==> config.mk <==
export PLATFORM = sky130hd
export DESIGN_NAME = dmc_decode
export DESIGN_NICKNAME = d
export VERILOG_FILES = /design/src/dmc_pkg.sv /design/src/dmc_decode.sv /design/src/dmc_sync2.sv /design/src/dmc_updown.sv
export SDC_FILE = /design/constraint.sdc
export NUM_CORES = 1
export LEC_CHECK = 0
export ABC_CLOCK_PERIOD_IN_PS = 3100
export BUFFER_PORTS_ARGS = -buffer_cell sky130_fd_sc_hd__buf_2
export CAP_MARGIN = 15
export CORE_MARGIN = 2
export CORE_UTILIZATION = 51
export CTS_CLUSTER_DIAMETER = 150
export DETAILED_ROUTE_END_ITERATION = 6
export GPL_TIMING_DRIVEN = 0
export PLACE_DENSITY = 0.8
export SLEW_MARGIN = 25
export SYNTH_ARGS = -nofsm -noshare
export SYNTH_HDL_FRONTEND = slang
export SYNTH_SLANG_ARGS = --single-unit
==> constraint.sdc <==
create_clock -name clk -period 3.1 [get_ports clk]
set_clock_uncertainty 0.2 [all_clocks]
set_input_delay 0.62 -clock clk [delete_from_list [all_inputs] [get_ports clk]]
set_output_delay 0.62 -clock clk [all_outputs]
set_load 0.05 [all_outputs]
==> src/dmc_pkg.sv <==
// constants, field layout and event carrier for the data-move decoder
// assumes a single 40 MHz core clock; used by dmc_decode, dmc_updown, the monitor and the bench
package dmc_pkg;

	// widths
	localparam int CMD_W = 15;
	localparam int DATA_W = 64;
	localparam int CNT_W = 5;
	localparam int BEAT_W = 4;
	localparam logic [3:0] FILL_BEATS = 4'h8;

	// first-cycle field positions (logical, after pin inversion)
	localparam int B_TYPE = 14;
	localparam int B_CODE_HI = 13;
	localparam int B_CODE_LO = 9;
	localparam int B_RVB = 8;
	localparam int B_RPB = 7;
	localparam int B_ACK = 6;
	localparam int B_ID_HI = 5;
	localparam int B_ID_LO = 2;
	// second-cycle field position
	localparam int B_COMMIT = 14;

	// data-move codes and code classes (top three bits)
	localparam logic [4:0] DC_NOP = 5'h00;
	localparam logic [4:0] DC_FILL_ERR = 5'h01;
	localparam logic [4:0] DC_OWN_OK = 5'h04;
	localparam logic [4:0] DC_OWN_FAIL = 5'h05;
	localparam logic [4:0] DC_BARRIER = 5'h06;
	localparam logic [4:0] DC_FREE = 5'h07;
	localparam logic [2:0] CLS_DRAIN = 3'h2;
	localparam logic [2:0] CLS_CLEAN = 3'h4;
	localparam logic [2:0] CLS_OWNED = 3'h5;
	localparam logic [2:0] CLS_SHARED = 3'h6;
	localparam logic [2:0] CLS_SH_OWNED = 3'h7;

	// register map
	localparam logic [7:0] REG_CTRL = 8'h00;
	localparam logic [7:0] REG_STATUS = 8'h04;
	localparam logic [7:0] REG_LAST = 8'h08;
	localparam logic [2:0] CTRL_RST = 3'h1;
	localparam int CTRL_EN = 0;
	localparam int CTRL_CLR_OUT = 1;
	localparam int CTRL_CLR_UNC = 2;
	localparam int ST_UNC_LO = 8;
	localparam int ST_FILL = 16;
	localparam int ST_DRAIN = 17;
	localparam int ST_PROBE = 18;
	localparam int LAST_ID_LO = 8;
	localparam int LAST_ERR = 16;

	typedef enum logic [1:0] {
		FS_CLEAN,
		FS_OWNED,
		FS_CLEAN_SHARED,
		FS_SHARED_OWNED
	} dmc_fill_state_t;

	typedef struct packed {
		logic fill_go;
		logic fill_error;
		dmc_fill_state_t fill_state;
		logic [1:0] wrap;
		logic ownership_granted;
		logic ownership_denied;
		logic barrier_complete;
		logic drain_write;
		logic release_victim_buf;
		logic [3:0] victim_idx;
		logic release_probe_slot;
		logic [2:0] probe_idx;
		logic probe_seen;
		logic ack_seen;
		logic commit_seen;
	} dmc_evt_t;

endpackage

==> src/dmc_decode.sv <==
// data-move command decoder with wishbone control and status registers
// assumes command pins and their link clock come from another clock
// domain; the link clock is sampled, never used as a clock
`timescale 1ns/1ps
`default_nettype none
// How it works
// - data-move commands take two link cycles, probes four, told by type bit
// - first cycle: code, victim/probe release, ack, index; second: commit
// - code 00000 does nothing and the data bus is ignored
// - code 00001 is a fill that reports an I/O or missing-memory error
// - code 00100 reports ownership granted, no data moves
// - code 00101 reports ownership denied, no data moves
// - code 00110 reports the pending memory barrier has completed
// - code 00111 only says the release and index fields are valid
// - codes 100xx fill clean, low bits give wrap order
// - codes 101xx fill owned (dirty), low bits give wrap order
// - codes 110xx fill clean shared, low bits give wrap order
// - codes 111xx fill shared owned, low bits give wrap order
// - codes 010xx make the device drive write data, wrapped by octaword
// - ack bit set decrements the outstanding-command counter, any code
// - a probe's carried code takes effect only after the probe
// - data-valid strobes are checked every data cycle; high means gap
// - commit bit decrements the uncommitted-event counter
// - releases clear buffer valid by index; probe slot uses low bits
// - top command line in the first cycle: one probe, zero data-move
module dmc_decode (
	// clock and reset
	input wire logic clk,
	input wire logic rst_n,
	// wishbone slave
	input wire logic wb_cyc_i,
	input wire logic wb_stb_i,
	input wire logic wb_we_i,
	input wire logic [7:0] wb_adr_i,
	input wire logic [3:0] wb_sel_i,
	input wire logic [31:0] wb_dat_i,
	output logic [31:0] wb_dat_o,
	output logic wb_ack_o,
	// command link pins
	input wire logic sys_cmd_clk,
	input wire logic [dmc_pkg::CMD_W-1:0] sys_cmd_in_n,
	input wire logic inbound_word_valid_n,
	input wire logic outbound_word_valid_n,
	// shared data bus pins
	input wire logic [dmc_pkg::DATA_W-1:0] shared_data_bus_i,
	output logic [dmc_pkg::DATA_W-1:0] shared_data_bus_o,
	output logic shared_data_bus_oe,
	// core side
	input wire logic cmd_issued,
	input wire logic event_recorded,
	input wire logic [dmc_pkg::DATA_W-1:0] drain_word,
	output dmc_pkg::dmc_evt_t evt_q,
	output logic [2:0] drain_word_idx_q,
	output logic [dmc_pkg::DATA_W-1:0] fill_word_q,
	output logic [2:0] fill_word_idx_q,
	output logic fill_word_vld_q
);
	typedef enum logic [2:0] {
		PS_FIRST,
		PS_DM2,
		PS_PR2,
		PS_PR3,
		PS_PR4
	} dmc_parse_t;

	// quadword index: start at the chosen octaword, wrap within the block
	function automatic logic [2:0] qw_index(input logic [1:0] wrap,
		input logic [3:0] beat);
		logic [2:0] start;
		start = {wrap, 1'b0};
		return start + beat[2:0];
	endfunction

	// synchronised pins
	logic [dmc_pkg::CMD_W+2:0] pins_s;
	logic [dmc_pkg::DATA_W-1:0] data_s;
	dmc_sync2 #(.W(dmc_pkg::CMD_W + 3)) u_sync_cmd (
		.clk(clk),
		.rst_n(rst_n),
		.d({sys_cmd_clk, inbound_word_valid_n, outbound_word_valid_n,
			sys_cmd_in_n}),
		.q(pins_s)
	);
	dmc_sync2 #(.W(dmc_pkg::DATA_W)) u_sync_data (
		.clk(clk),
		.rst_n(rst_n),
		.d(shared_data_bus_i),
		.q(data_s)
	);

	wire logic lclk_s = pins_s[dmc_pkg::CMD_W+2];
	wire logic in_valid_n_s = pins_s[dmc_pkg::CMD_W+1];
	wire logic out_valid_n_s = pins_s[dmc_pkg::CMD_W];
	// command pins are active low
	wire logic [dmc_pkg::CMD_W-1:0] word = ~pins_s[dmc_pkg::CMD_W-1:0];

	// state
	logic lclk_q;
	dmc_parse_t st_q;
	logic [dmc_pkg::CMD_W-1:0] c1_q;
	logic pend_q;
	logic pcommit_q;
	logic [2:0] ctrl_q;
	logic wb_ack_q;
	logic err_q;
	logic ph_fill_q;
	logic ph_drain_q;
	logic [3:0] beat_q;
	logic [1:0] wrap_q;
	logic [dmc_pkg::CNT_W-1:0] out_cnt;
	logic [dmc_pkg::CNT_W-1:0] unc_cnt;
	dmc_pkg::dmc_evt_t evt_d;

	wire logic enabled = ctrl_q[dmc_pkg::CTRL_EN];
	wire logic link_edge = lclk_s & ~lclk_q & enabled;

	// command dispatch
	wire logic fire_now = link_edge && st_q == PS_DM2;
	wire logic go = fire_now | pend_q;
	wire logic [4:0] code = c1_q[dmc_pkg::B_CODE_HI:dmc_pkg::B_CODE_LO];
	wire logic [2:0] cls = code[4:2];
	wire logic commit = fire_now ? word[dmc_pkg::B_COMMIT] : pcommit_q;
	wire logic is_err = code == dmc_pkg::DC_FILL_ERR;
	wire logic is_fill = cls[2] | is_err;
	wire logic is_drain = cls == dmc_pkg::CLS_DRAIN;
	wire logic fill_cmd = go & is_fill;
	wire logic drain_cmd = go & is_drain;

	// parse the command stream one link cycle at a time
	always_ff @(posedge clk or negedge rst_n) begin
		if (!rst_n) begin
			lclk_q <= 1'b0;
			st_q <= PS_FIRST;
			c1_q <= '0;
			pend_q <= 1'b0;
			pcommit_q <= 1'b0;
		end else begin
			lclk_q <= lclk_s;
			pend_q <= 1'b0;
			if (link_edge) begin
				case (st_q)
				PS_FIRST: begin
					if (word[dmc_pkg::B_TYPE]) begin
						st_q <= PS_PR2;
					end else begin
						c1_q <= word;
						st_q <= PS_DM2;
					end
				end
				PS_DM2: st_q <= PS_FIRST;
				PS_PR2: st_q <= PS_PR3;
				PS_PR3: begin
					c1_q <= word;
					st_q <= PS_PR4;
				end
				PS_PR4: begin
					// carried code waits one cycle behind the probe
					pend_q <= 1'b1;
					pcommit_q <= word[dmc_pkg::B_COMMIT];
					st_q <= PS_FIRST;
				end
				default: st_q <= PS_FIRST;
				endcase
			end
		end
	end

	// event pulses for the core
	always_comb begin
		evt_d = '0;
		evt_d.probe_seen = link_edge && st_q == PS_PR4;
		if (go) begin
			// nop and unassigned codes fall through with no data action
			evt_d.fill_go = is_fill;
			evt_d.fill_error = is_err;
			evt_d.wrap = code[1:0];
			case (cls)
			dmc_pkg::CLS_OWNED: evt_d.fill_state = dmc_pkg::FS_OWNED;
			dmc_pkg::CLS_SHARED: begin
				evt_d.fill_state = dmc_pkg::FS_CLEAN_SHARED;
			end
			dmc_pkg::CLS_SH_OWNED: begin
				evt_d.fill_state = dmc_pkg::FS_SHARED_OWNED;
			end
			default: evt_d.fill_state = dmc_pkg::FS_CLEAN;
			endcase
			evt_d.ownership_granted = code == dmc_pkg::DC_OWN_OK;
			evt_d.ownership_denied = code == dmc_pkg::DC_OWN_FAIL;
			evt_d.barrier_complete = code == dmc_pkg::DC_BARRIER;
			evt_d.drain_write = is_drain;
			// probe-carried commands have no victim release field
			evt_d.release_victim_buf = c1_q[dmc_pkg::B_RVB] & ~pend_q;
			evt_d.victim_idx = c1_q[dmc_pkg::B_ID_HI:dmc_pkg::B_ID_LO];
			evt_d.release_probe_slot = c1_q[dmc_pkg::B_RPB];
			evt_d.probe_idx = c1_q[dmc_pkg::B_ID_LO+2:dmc_pkg::B_ID_LO];
			evt_d.ack_seen = c1_q[dmc_pkg::B_ACK];
			evt_d.commit_seen = commit;
		end
	end

	always_ff @(posedge clk or negedge rst_n) begin
		if (!rst_n) begin
			evt_q <= '0;
		end else begin
			evt_q <= evt_d;
		end
	end

	// data phase: fills sample the bus, drains drive it
	wire logic beats_done = beat_q == dmc_pkg::FILL_BEATS;
	wire logic fill_take = link_edge & ph_fill_q & ~in_valid_n_s & ~beats_done;
	wire logic drain_give = link_edge & ph_drain_q & ~out_valid_n_s &
		~beats_done;

	always_ff @(posedge clk or negedge rst_n) begin
		if (!rst_n) begin
			ph_fill_q <= 1'b0;
			ph_drain_q <= 1'b0;
			beat_q <= '0;
			wrap_q <= '0;
		end else if (fill_cmd | drain_cmd) begin
			// a newer fill or drain command overrides whatever phase is running
			ph_fill_q <= fill_cmd;
			ph_drain_q <= drain_cmd;
			beat_q <= '0;
			wrap_q <= code[1:0];
		end else if (link_edge & beats_done) begin
			ph_fill_q <= 1'b0;
			ph_drain_q <= 1'b0;
		end else if (fill_take | drain_give) begin
			// a high strobe is a gap: no beat is counted for it
			beat_q <= beat_q + 1'b1;
		end
	end

	always_ff @(posedge clk or negedge rst_n) begin
		if (!rst_n) begin
			fill_word_q <= '0;
			fill_word_idx_q <= '0;
			fill_word_vld_q <= 1'b0;
			shared_data_bus_o <= '0;
			drain_word_idx_q <= '0;
		end else begin
			fill_word_vld_q <= fill_take;
			drain_word_idx_q <= qw_index(wrap_q, beat_q);
			if (fill_take) begin
				fill_word_q <= data_s;
				fill_word_idx_q <= qw_index(wrap_q, beat_q);
			end
			if (drain_give) begin
				shared_data_bus_o <= drain_word;
			end
		end
	end

	assign shared_data_bus_oe = ph_drain_q;

	// bookkeeping counters
	wire logic wb_req = wb_cyc_i & wb_stb_i & ~wb_ack_q;
	wire logic wb_wr = wb_req & wb_we_i;
	wire logic hit_ctrl = wb_adr_i == dmc_pkg::REG_CTRL;
	wire logic hit_status = wb_adr_i == dmc_pkg::REG_STATUS;
	wire logic hit_last = wb_adr_i == dmc_pkg::REG_LAST;
	wire logic ctrl_wr = wb_wr & hit_ctrl & wb_sel_i[0];
	wire logic clr_out = ctrl_wr & wb_dat_i[dmc_pkg::CTRL_CLR_OUT];
	wire logic clr_unc = ctrl_wr & wb_dat_i[dmc_pkg::CTRL_CLR_UNC];
	wire logic err_clr = wb_wr & hit_last & wb_sel_i[2] &
		wb_dat_i[dmc_pkg::LAST_ERR];

	dmc_updown u_outstanding (
		.clk(clk),
		.rst_n(rst_n),
		.clr(clr_out),
		.inc(cmd_issued),
		.dec(evt_d.ack_seen),
		.count_q(out_cnt)
	);
	dmc_updown u_uncommitted (
		.clk(clk),
		.rst_n(rst_n),
		.clr(clr_unc),
		.inc(event_recorded),
		.dec(evt_d.commit_seen),
		.count_q(unc_cnt)
	);

	// register read mux
	logic [31:0] status_w;
	logic [31:0] last_w;
	always_comb begin
		status_w = '0;
		status_w[dmc_pkg::CNT_W-1:0] = out_cnt;
		status_w[dmc_pkg::ST_UNC_LO+:dmc_pkg::CNT_W] = unc_cnt;
		status_w[dmc_pkg::ST_FILL] = ph_fill_q;
		status_w[dmc_pkg::ST_DRAIN] = ph_drain_q;
		status_w[dmc_pkg::ST_PROBE] = st_q == PS_PR2 || st_q == PS_PR3 ||
			st_q == PS_PR4 || pend_q;
		last_w = '0;
		last_w[4:0] = code;
		last_w[dmc_pkg::LAST_ID_LO+:4] =
			c1_q[dmc_pkg::B_ID_HI:dmc_pkg::B_ID_LO];
		last_w[dmc_pkg::LAST_ERR] = err_q;
	end

	wire logic [31:0] rd_data = hit_ctrl ? {29'h0, ctrl_q} :
		hit_status ? status_w :
		hit_last ? last_w : 32'h0;

	// wishbone: answer one cycle after the request, unmapped reads zero
	always_ff @(posedge clk or negedge rst_n) begin
		if (!rst_n) begin
			wb_ack_q <= 1'b0;
			wb_dat_o <= '0;
			ctrl_q <= dmc_pkg::CTRL_RST;
			err_q <= 1'b0;
		end else begin
			wb_ack_q <= wb_req;
			if (wb_req) begin
				wb_dat_o <= rd_data;
			end
			if (ctrl_wr) begin
				ctrl_q <= {2'b00, wb_dat_i[dmc_pkg::CTRL_EN]};
			end
			// a new error wins over a clear in the same cycle
			if (go & is_err) begin
				err_q <= 1'b1;
			end else if (err_clr) begin
				err_q <= 1'b0;
			end
		end
	end

	assign wb_ack_o = wb_ack_q;
endmodule
`default_nettype wire

==> src/dmc_sync2.sv <==
// two-flop synchroniser for levels arriving from outside the clock domain
// assumes the sender holds each value for several core clocks
`timescale 1ns/1ps
`default_nettype none
module dmc_sync2 #(
	parameter int W = 1
) (
	// clock and reset
	input wire logic clk,
	input wire logic rst_n,
	// data
	input wire logic [W-1:0] d,
	output logic [W-1:0] q
);
	logic [W-1:0] meta_q;

	// the first stage feeds only the second stage
	always_ff @(posedge clk or negedge rst_n) begin
		if (!rst_n) begin
			meta_q <= '0;
			q <= '0;
		end else begin
			meta_q <= d;
			q <= meta_q;
		end
	end
endmodule
`default_nettype wire

==> src/dmc_updown.sv <==
// saturating up/down counter for credit style bookkeeping
// assumes inc and dec are single-cycle pulses on clk
`timescale 1ns/1ps
`default_nettype none
module dmc_updown (
	// clock and reset
	input wire logic clk,
	input wire logic rst_n,
	// control
	input wire logic clr,
	input wire logic inc,
	input wire logic dec,
	output logic [dmc_pkg::CNT_W-1:0] count_q
);
	logic [dmc_pkg::CNT_W-1:0] count_d;
	wire logic at_max = &count_q;
	wire logic at_min = ~|count_q;

	// saturate rather than wrap: a stray ack must not fake credits
	always_comb begin
		count_d = count_q;
		if (clr) begin
			count_d = '0;
		end else if (inc && !dec && !at_max) begin
			count_d = count_q + 1'b1;
		end else if (dec && !inc && !at_min) begin
			count_d = count_q - 1'b1;
		end
	end

	always_ff @(posedge clk or negedge rst_n) begin
		if (!rst_n) begin
			count_q <= '0;
		end else begin
			count_q <= count_d;
		end
	end
endmodule
`default_nettype wire

==> results of run 1 <==
-- per-stage QoR --
step	total power, W	setup TNS (ps)	setup slack (ps)	hold slack, ps
after global placement	0.00612	-1990900	-5500	131
after CTS	0.0108	0	200	0.142
after floorplan	0.00581	0	472	124
after detailed placement	0.00619	0	211	135
after global routing	0.0111	0	49.9	1.93
final	0.0107	0	201	20.2
-- worst min path at each step --
stage                      startpoint                endpoint  slack (ps)  cells after the start
2_1_floorplan                   rst_n               beat_q[0]         120                      0
3_3_place_gp   u_sync_data.meta_q[48]       u_sync_data.q[48]         130                      0
3_5_place_dp    u_sync_cmd.meta_q[14]        u_sync_cmd.q[14]         130                      0
4_1_cts         shared_data_bus_i[53]  u_sync_data.meta_q[53]         0.1                      1
5_1_grt         shared_data_bus_i[35]  u_sync_data.meta_q[35]           2                      1
6_report        shared_data_bus_i[43]  u_sync_data.meta_q[43]          20                      1
-- layer usage --
metal  vias up  GRT usage [%]  wire, um
li1       3596              -         -
met1      3931           26.5     10600
met2       272           36.7     14000
met3        69           6.40      2140
met4         6           8.27       918
met5         -              0        40
-- placed cells by master (no fill, tap or decap), types with 19 or more instances in the layout --
cell           instances
clkbuf_16             39
nor2_1                20
dlygate4sd3_1         62
buf_4                 24
conb_1                19
nand2_1               53
mux2_2               135
buf_2                349
o21ai_0               29
dfrtp_1              364
-- state kept, by name, indices dropped and copies added (netlist names), 13 cells and up --
name and flops:
fill_word_q 64, shared_data_bus_o 64, u_sync_data.meta_q 64, u_sync_data.q 64, evt_q 19, u_sync_cmd.meta_q 16, u_sync_cmd.q 16, wb_dat_o 13
-- synthesized netlist by cell type (2+ instances only) --
cell type	n
buf_2	14
mux2i_1	8
a22oi_1	8
ha_1	9
nand2_1	53
nor3_2	2
nor3b_1	3
fa_1	2
nand4_1	4
and3_1	4
mux2_2	135
buf_4	24
nand3_1	8
nand2b_1	3
nor2b_1	4
clkbuf_1	9
nor2_1	20
xor2_1	3
nor4_1	2
dfrtp_1	364
o31ai_1	8
a21oi_1	11
o21a_1	2
a21o_1	9
inv_1	11
a32oi_1	2
xnor2_1	6
or2_2	3
o21ai_0	29
and2_1	9
nor3_1	6
-- worst reg2reg max path, delay by kind of cell (launching register included) --
kind                     cells  cell delay, ps
adder cells (fa/ha/maj)      1             320
AND/OR/NAND/NOR              4             660
AO/OA/AOI/OAI                4             900
buffers and inverters        1             150
flip-flops                   1             580
-- layout make-up --
cell class              count  area, sq um  area share, %
multi-input cells         391         3080           18.5
clock inverters             8         96.3          0.579
well taps                 324          405           2.43
repair buffers            402         2420           14.5
plain buffers              48          295           1.77
flip-flops and latches    365         9140           54.9
clock buffers              60         1170           7.06
inverters                  12         47.5          0.286
-- report_power, final --
part / switching [W] / total, W / internal (W)
Clock: 0.00178 / 0.00454 / 0.00277
Combinational: 0.000591 / 0.00103 / 0.000434
Sequential: 0.000157 / 0.00514 / 0.00498
-- kinds of logic (layout without fill, tap and decap cells) --
family	Yosys count	in the layout	share of synthesized area, %
AO/OA/AOI/OAI	75	75	3.79
XOR/XNOR	9	9	0.631
adder cells (fa/ha/maj)	11	11	1.22
buffers and inverters	60	530	2.75
flip-flops	365	365	73.2
multiplexers	143	143	12.8
other	1	19	0.0300
AND/OR/NAND/NOR	134	134	5.60
==> impl_metrics.json, run 1 <==
{
  "timing.fmax_mhz": 345,
  "die_w_um": 160,
  "rsz0062_at_grt": "false",
  "synth_edf_count": 0,
  "holdBufCountCts": 61,
  "antenna_found_initial": 3,
  "die_h_um": 160,
  "crit_type": "flop to flop",
  "cts_resized": 0,
  "powerDensity_nw_per_um2": 643,
  "drive_above_1_share_pct": 46.0,
  "grt_max_degree": 101,
  "cts_buffers": 38,
  "worstPathArrival_ps": 3120,
  "nFillCells": 1653,
  "initial_core_util_pct": 51.6,
  "path_delay_family": "compound AO/OA/AOI/OAI gates",
  "yosysSeqAreaShare_pct": 73.2,
  "peakVddDrop_mv": 0.716,
  "critical_path_depth": 10,
  "worstMarginPinSlew_ps": 629,
  "die_area_sq_um": 25700,
  "ios": 388,
  "postSynthCellCount": 798,
  "r2r-start": "ctrl_q[0]",
  "gp_congestion": 0.885,
  "synth_top_area_share_pct": 73.0,
  "ys_types": 54,
  "setup.worst_path.start": "ctrl_q[0]",
  "drtIter0Drc": 360,
  "ys_async_sr_fraction_pct": 100,
  "detailed_place_hpwl_um": 18800,
  "leakage_nw": 8.61,
  "r2r_cells": 10,
  "cts.path.max_buffers": 3,
  "clock_sinks": 365,
  "areaGrowthSynthToFinish_pct": 33.4,
  "cp-endpoint": "u_outstanding.count_q[4]",
  "cts_tree": "yes",
  "rrSetupSlack_ps": 200,
  "grt_pass1_vias": 8432,
  "path_common_cell": "a21o_1",
  "drv_slew": 0,
  "final_nets": 1466,
  "placed_area_sq_um": 14800,
  "num_vias": 7874,
  "synth.avg_cell_area_sq_um": 15.6,
  "ys.flop_type": "dfrtp_1",
  "cts_htree_levels": 2,
  "maxCapViolCount": 0,
  "grt_first_pass_wirelength_um": 43800,
  "reg2reg_to": "u_outstanding.count_q[4]",
  "synth_top_cell_by_area": "dfrtp_1",
  "synth_area_leaders": "dfrtp_1, mux2_2, nand2_1, buf_4, o21ai_0",
  "maxSlewHeadroom_pct": 58.0,
  "path_cells": "and3b_1 > buf_4 > a21o_1 > a21o_1 > ha_1 > a21o_1 > a21oi_1 > and4_1 > nor3_1 > nor3b_1",
  "drcViolationCount": 0,
  "yosysWarnings": 0,
  "row_count": 57,
  "antenna-diode-count": 0,
  "cp_max_fo": 7,
  "first_pass_iters": 4,
  "viasPerCell": 4.89,
  "io_buffers": 336,
  "cp_slowest_cell": "dfstp_2",
  "final_core_util_pct": 68.9,
  "ant_nets": 0,
  "final_hold_viol_count": 0,
  "setup_viol_count_final": 0,
  "hold_class": "input pin to flop",
  "crit_required_ps": 3320,
  "end_kind": "flop",
  "dp_cells": 1480,
  "path_clk_slew_ps": 60,
  "core_sq_um": 24200,
  "status": "completed",
  "post-route-period-util_pct": 93.5,
  "syn_area_sq_um": 12500,
  "layout.cells.non_filler": 1610,
  "crit_path_max_incr_delay_ps": 580,
  "final_area_sq_um": 16700,
  "grt_usage_pct": 21.7,
  "postCtsSetupRepairBufs": 0,
  "crit_buf_inv": 1,
  "grt_overflow": 0,
  "root_buffer": "clkbuf_16",
  "synth_seq_cells": 365,
  "crit_path_start_kind": "flop",
  "drt-total-wl_um": 27700,
  "fin_crit_ps": 2900,
  "post_drt_wl_per_cell_um": 17.2,
  "insertion_delay_ps": 510
}
Power figures use the tool's default switching activity.
==> run 2: changes to the inputs <==
- BUFFER_PORTS_ARGS: -buffer_cell sky130_fd_sc_hd__buf_2 -> -buffer_cell sky130_fd_sc_hd__buf_4
- CTS_CLUSTER_SIZE: default -> 40
==> impl_metrics.json, run 2 (synthesized netlist as in run 1, its figures left out) <==
{
  "post-route-period-util_pct": 93.2,
  "viasPerCell": 4.92,
  "cts.path.max_buffers": 3,
  "first_pass_iters": 5,
  "root_buffer": "clkbuf_16",
  "rsz0062_at_grt": "false",
  "grt_usage_pct": 20.8,
  "gp_congestion": 0.876,
  "insertion_delay_ps": 510,
  "total_power_w": 0.00846,
  "cts_resized": 0,
  "hold_class": "input pin to flop",
  "nFillCells": 1616,
  "fin_crit_ps": 2890,
  "ant_nets": 0,
  "layout.cells.non_filler": 1578,
  "drtIter0Drc": 406,
  "mostFrequentLayoutCells": "dfrtp_1, buf_4, mux2_2",
  "status": "completed",
  "seq_area_sq_um": 9140,
  "cp_slowest_cell": "dfstp_2",
  "whs_ps": 32.8,
  "peakVddDrop_mv": 0.486,
  "drcViolationCount": 0,
  "initial_core_util_pct": 51.6,
  "cts_buffers": 13,
  "multiInputGateArea_sq_um": 3080,
  "maxSlewHeadroom_pct": 62.7,
  "grt_overflow": 0,
  "final_common_cell": "dfrtp_1",
  "io_buffers": 336,
  "post_drt_wl_per_cell_um": 17.3,
  "final_nets": 1457,
  "ios": 388,
  "worstPathArrival_ps": 3100,
  "grt_max_degree": 93,
  "num_vias": 7760,
  "setup_viol_count_final": 0,
  "drt-total-wl_um": 27300,
  "crit_path_max_incr_delay_ps": 610,
  "row_count": 57,
  "timing.fmax_mhz": 346,
  "cp_max_fo": 7,
  "cts_tree": "yes",
  "worstMarginPinSlew_ps": 558,
  "crit_required_ps": 3310,
  "grt_pass1_vias": 8280,
  "drive_above_1_share_pct": 43.6,
  "areaGrowthSynthToFinish_pct": 34.2,
  "drv_slew": 0,
  "maxCapViolCount": 0,
  "path_cells": "and3b_1 > buf_4 > a21o_1 > a21o_1 > ha_1 > a21o_1 > a21oi_1 > and4_1 > o21ai_0 > nor3b_1",
  "dp_cells": 1480,
  "path_clk_slew_ps": 140,
  "crit_path_start_kind": "flop",
  "powerDensity_nw_per_um2": 505,
  "crit_type": "flop to flop",
  "die_h_um": 160,
  "die_area_sq_um": 25700,
  "path_common_cell": "a21o_1",
  "grt_first_pass_wirelength_um": 42600,
  "core_sq_um": 24200,
  "leakage_nw": 8.41,
  "end_kind": "flop",
  "final_hold_viol_count": 0,
  "cts_htree_levels": 1,
  "clock_sinks": 365,
  "die_w_um": 160,
  "antenna_found_initial": 4,
  "detailed_place_hpwl_um": 19400
}
==> run 2: area by class of cell <==
type,instances,share of cell area [%]
sequential,365,54.5
multi-input combinational,391,18.4
buffer,48,1.76
antenna,2,0.0299
timing repair buffer,418,20.4
clock inverter,1,0.179
tap,324,2.42
inverter,12,0.284
clock buffer,17,2.03
==> run 2: critical path: cells and delay by family, from the launching register on <==
family	cells	cell delay (ps)
flip-flops	1	610
adder cells (fa/ha/maj)	1	310
buffers and inverters	1	150
AND/OR/NAND/NOR	3	540
AO/OA/AOI/OAI	5	980
==> run 2: power breakdown <==
| part | switching, W | internal, W |
|---|---|---|
| logic | 0.000615 | 0.000533 |
| clock network | 0.00137 | 0.000807 |
| registers | 0.000159 | 0.00497 |
| total | 0.00214 | 0.00631 |
==> run 2: path summary, 6_finish.rpt <==
path,slack (ps),cells after the start,startpoint,to
worst max-delay path,210,10,ctrl_q[0],u_outstanding.count_q[4]
worst max register to register,210,10,ctrl_q[0],u_outstanding.count_q[4]
worst min register to register,100,0,u_sync_data.meta_q[15],u_sync_data.q[15]
min in group asynchronous,340,2,rst_n,wb_dat_o[8]
worst min-delay path,30,1,shared_data_bus_i[39],u_sync_data.meta_q[39]
max in group asynchronous,1310,4,rst_n,u_sync_data.q[21]
==> run 2: per-layer routing <==
metal | GRT usage, % | up-vias | share of wire (%)
li1 | - | 3553 | -
met1 | 25.5 | 3906 | 38
met2 | 36.9 | 258 | 53
met3 | 5.35 | 39 | 7.0
met4 | 5.32 | 4 | 2.3
met5 | 0 | - | 0.099
==> run 2: timing repair <==
item                      CTS  global route
hold buffers               70             8
buffers inserted            0             0
hold endpoints to repair   95             8
==> run 2: per-stage QoR <==
step	area, sq um	utilization (%)	TNS, ps	setup slack (ps)
final	16800	69.3	0	209
after global routing	16800	69.3	0	26.4
after CTS	16700	68.9	0	232
after detailed placement	15600	64.5	0	253
after global placement	15500	64.0	-747870	-2080
after floorplan	12600	-	0	472
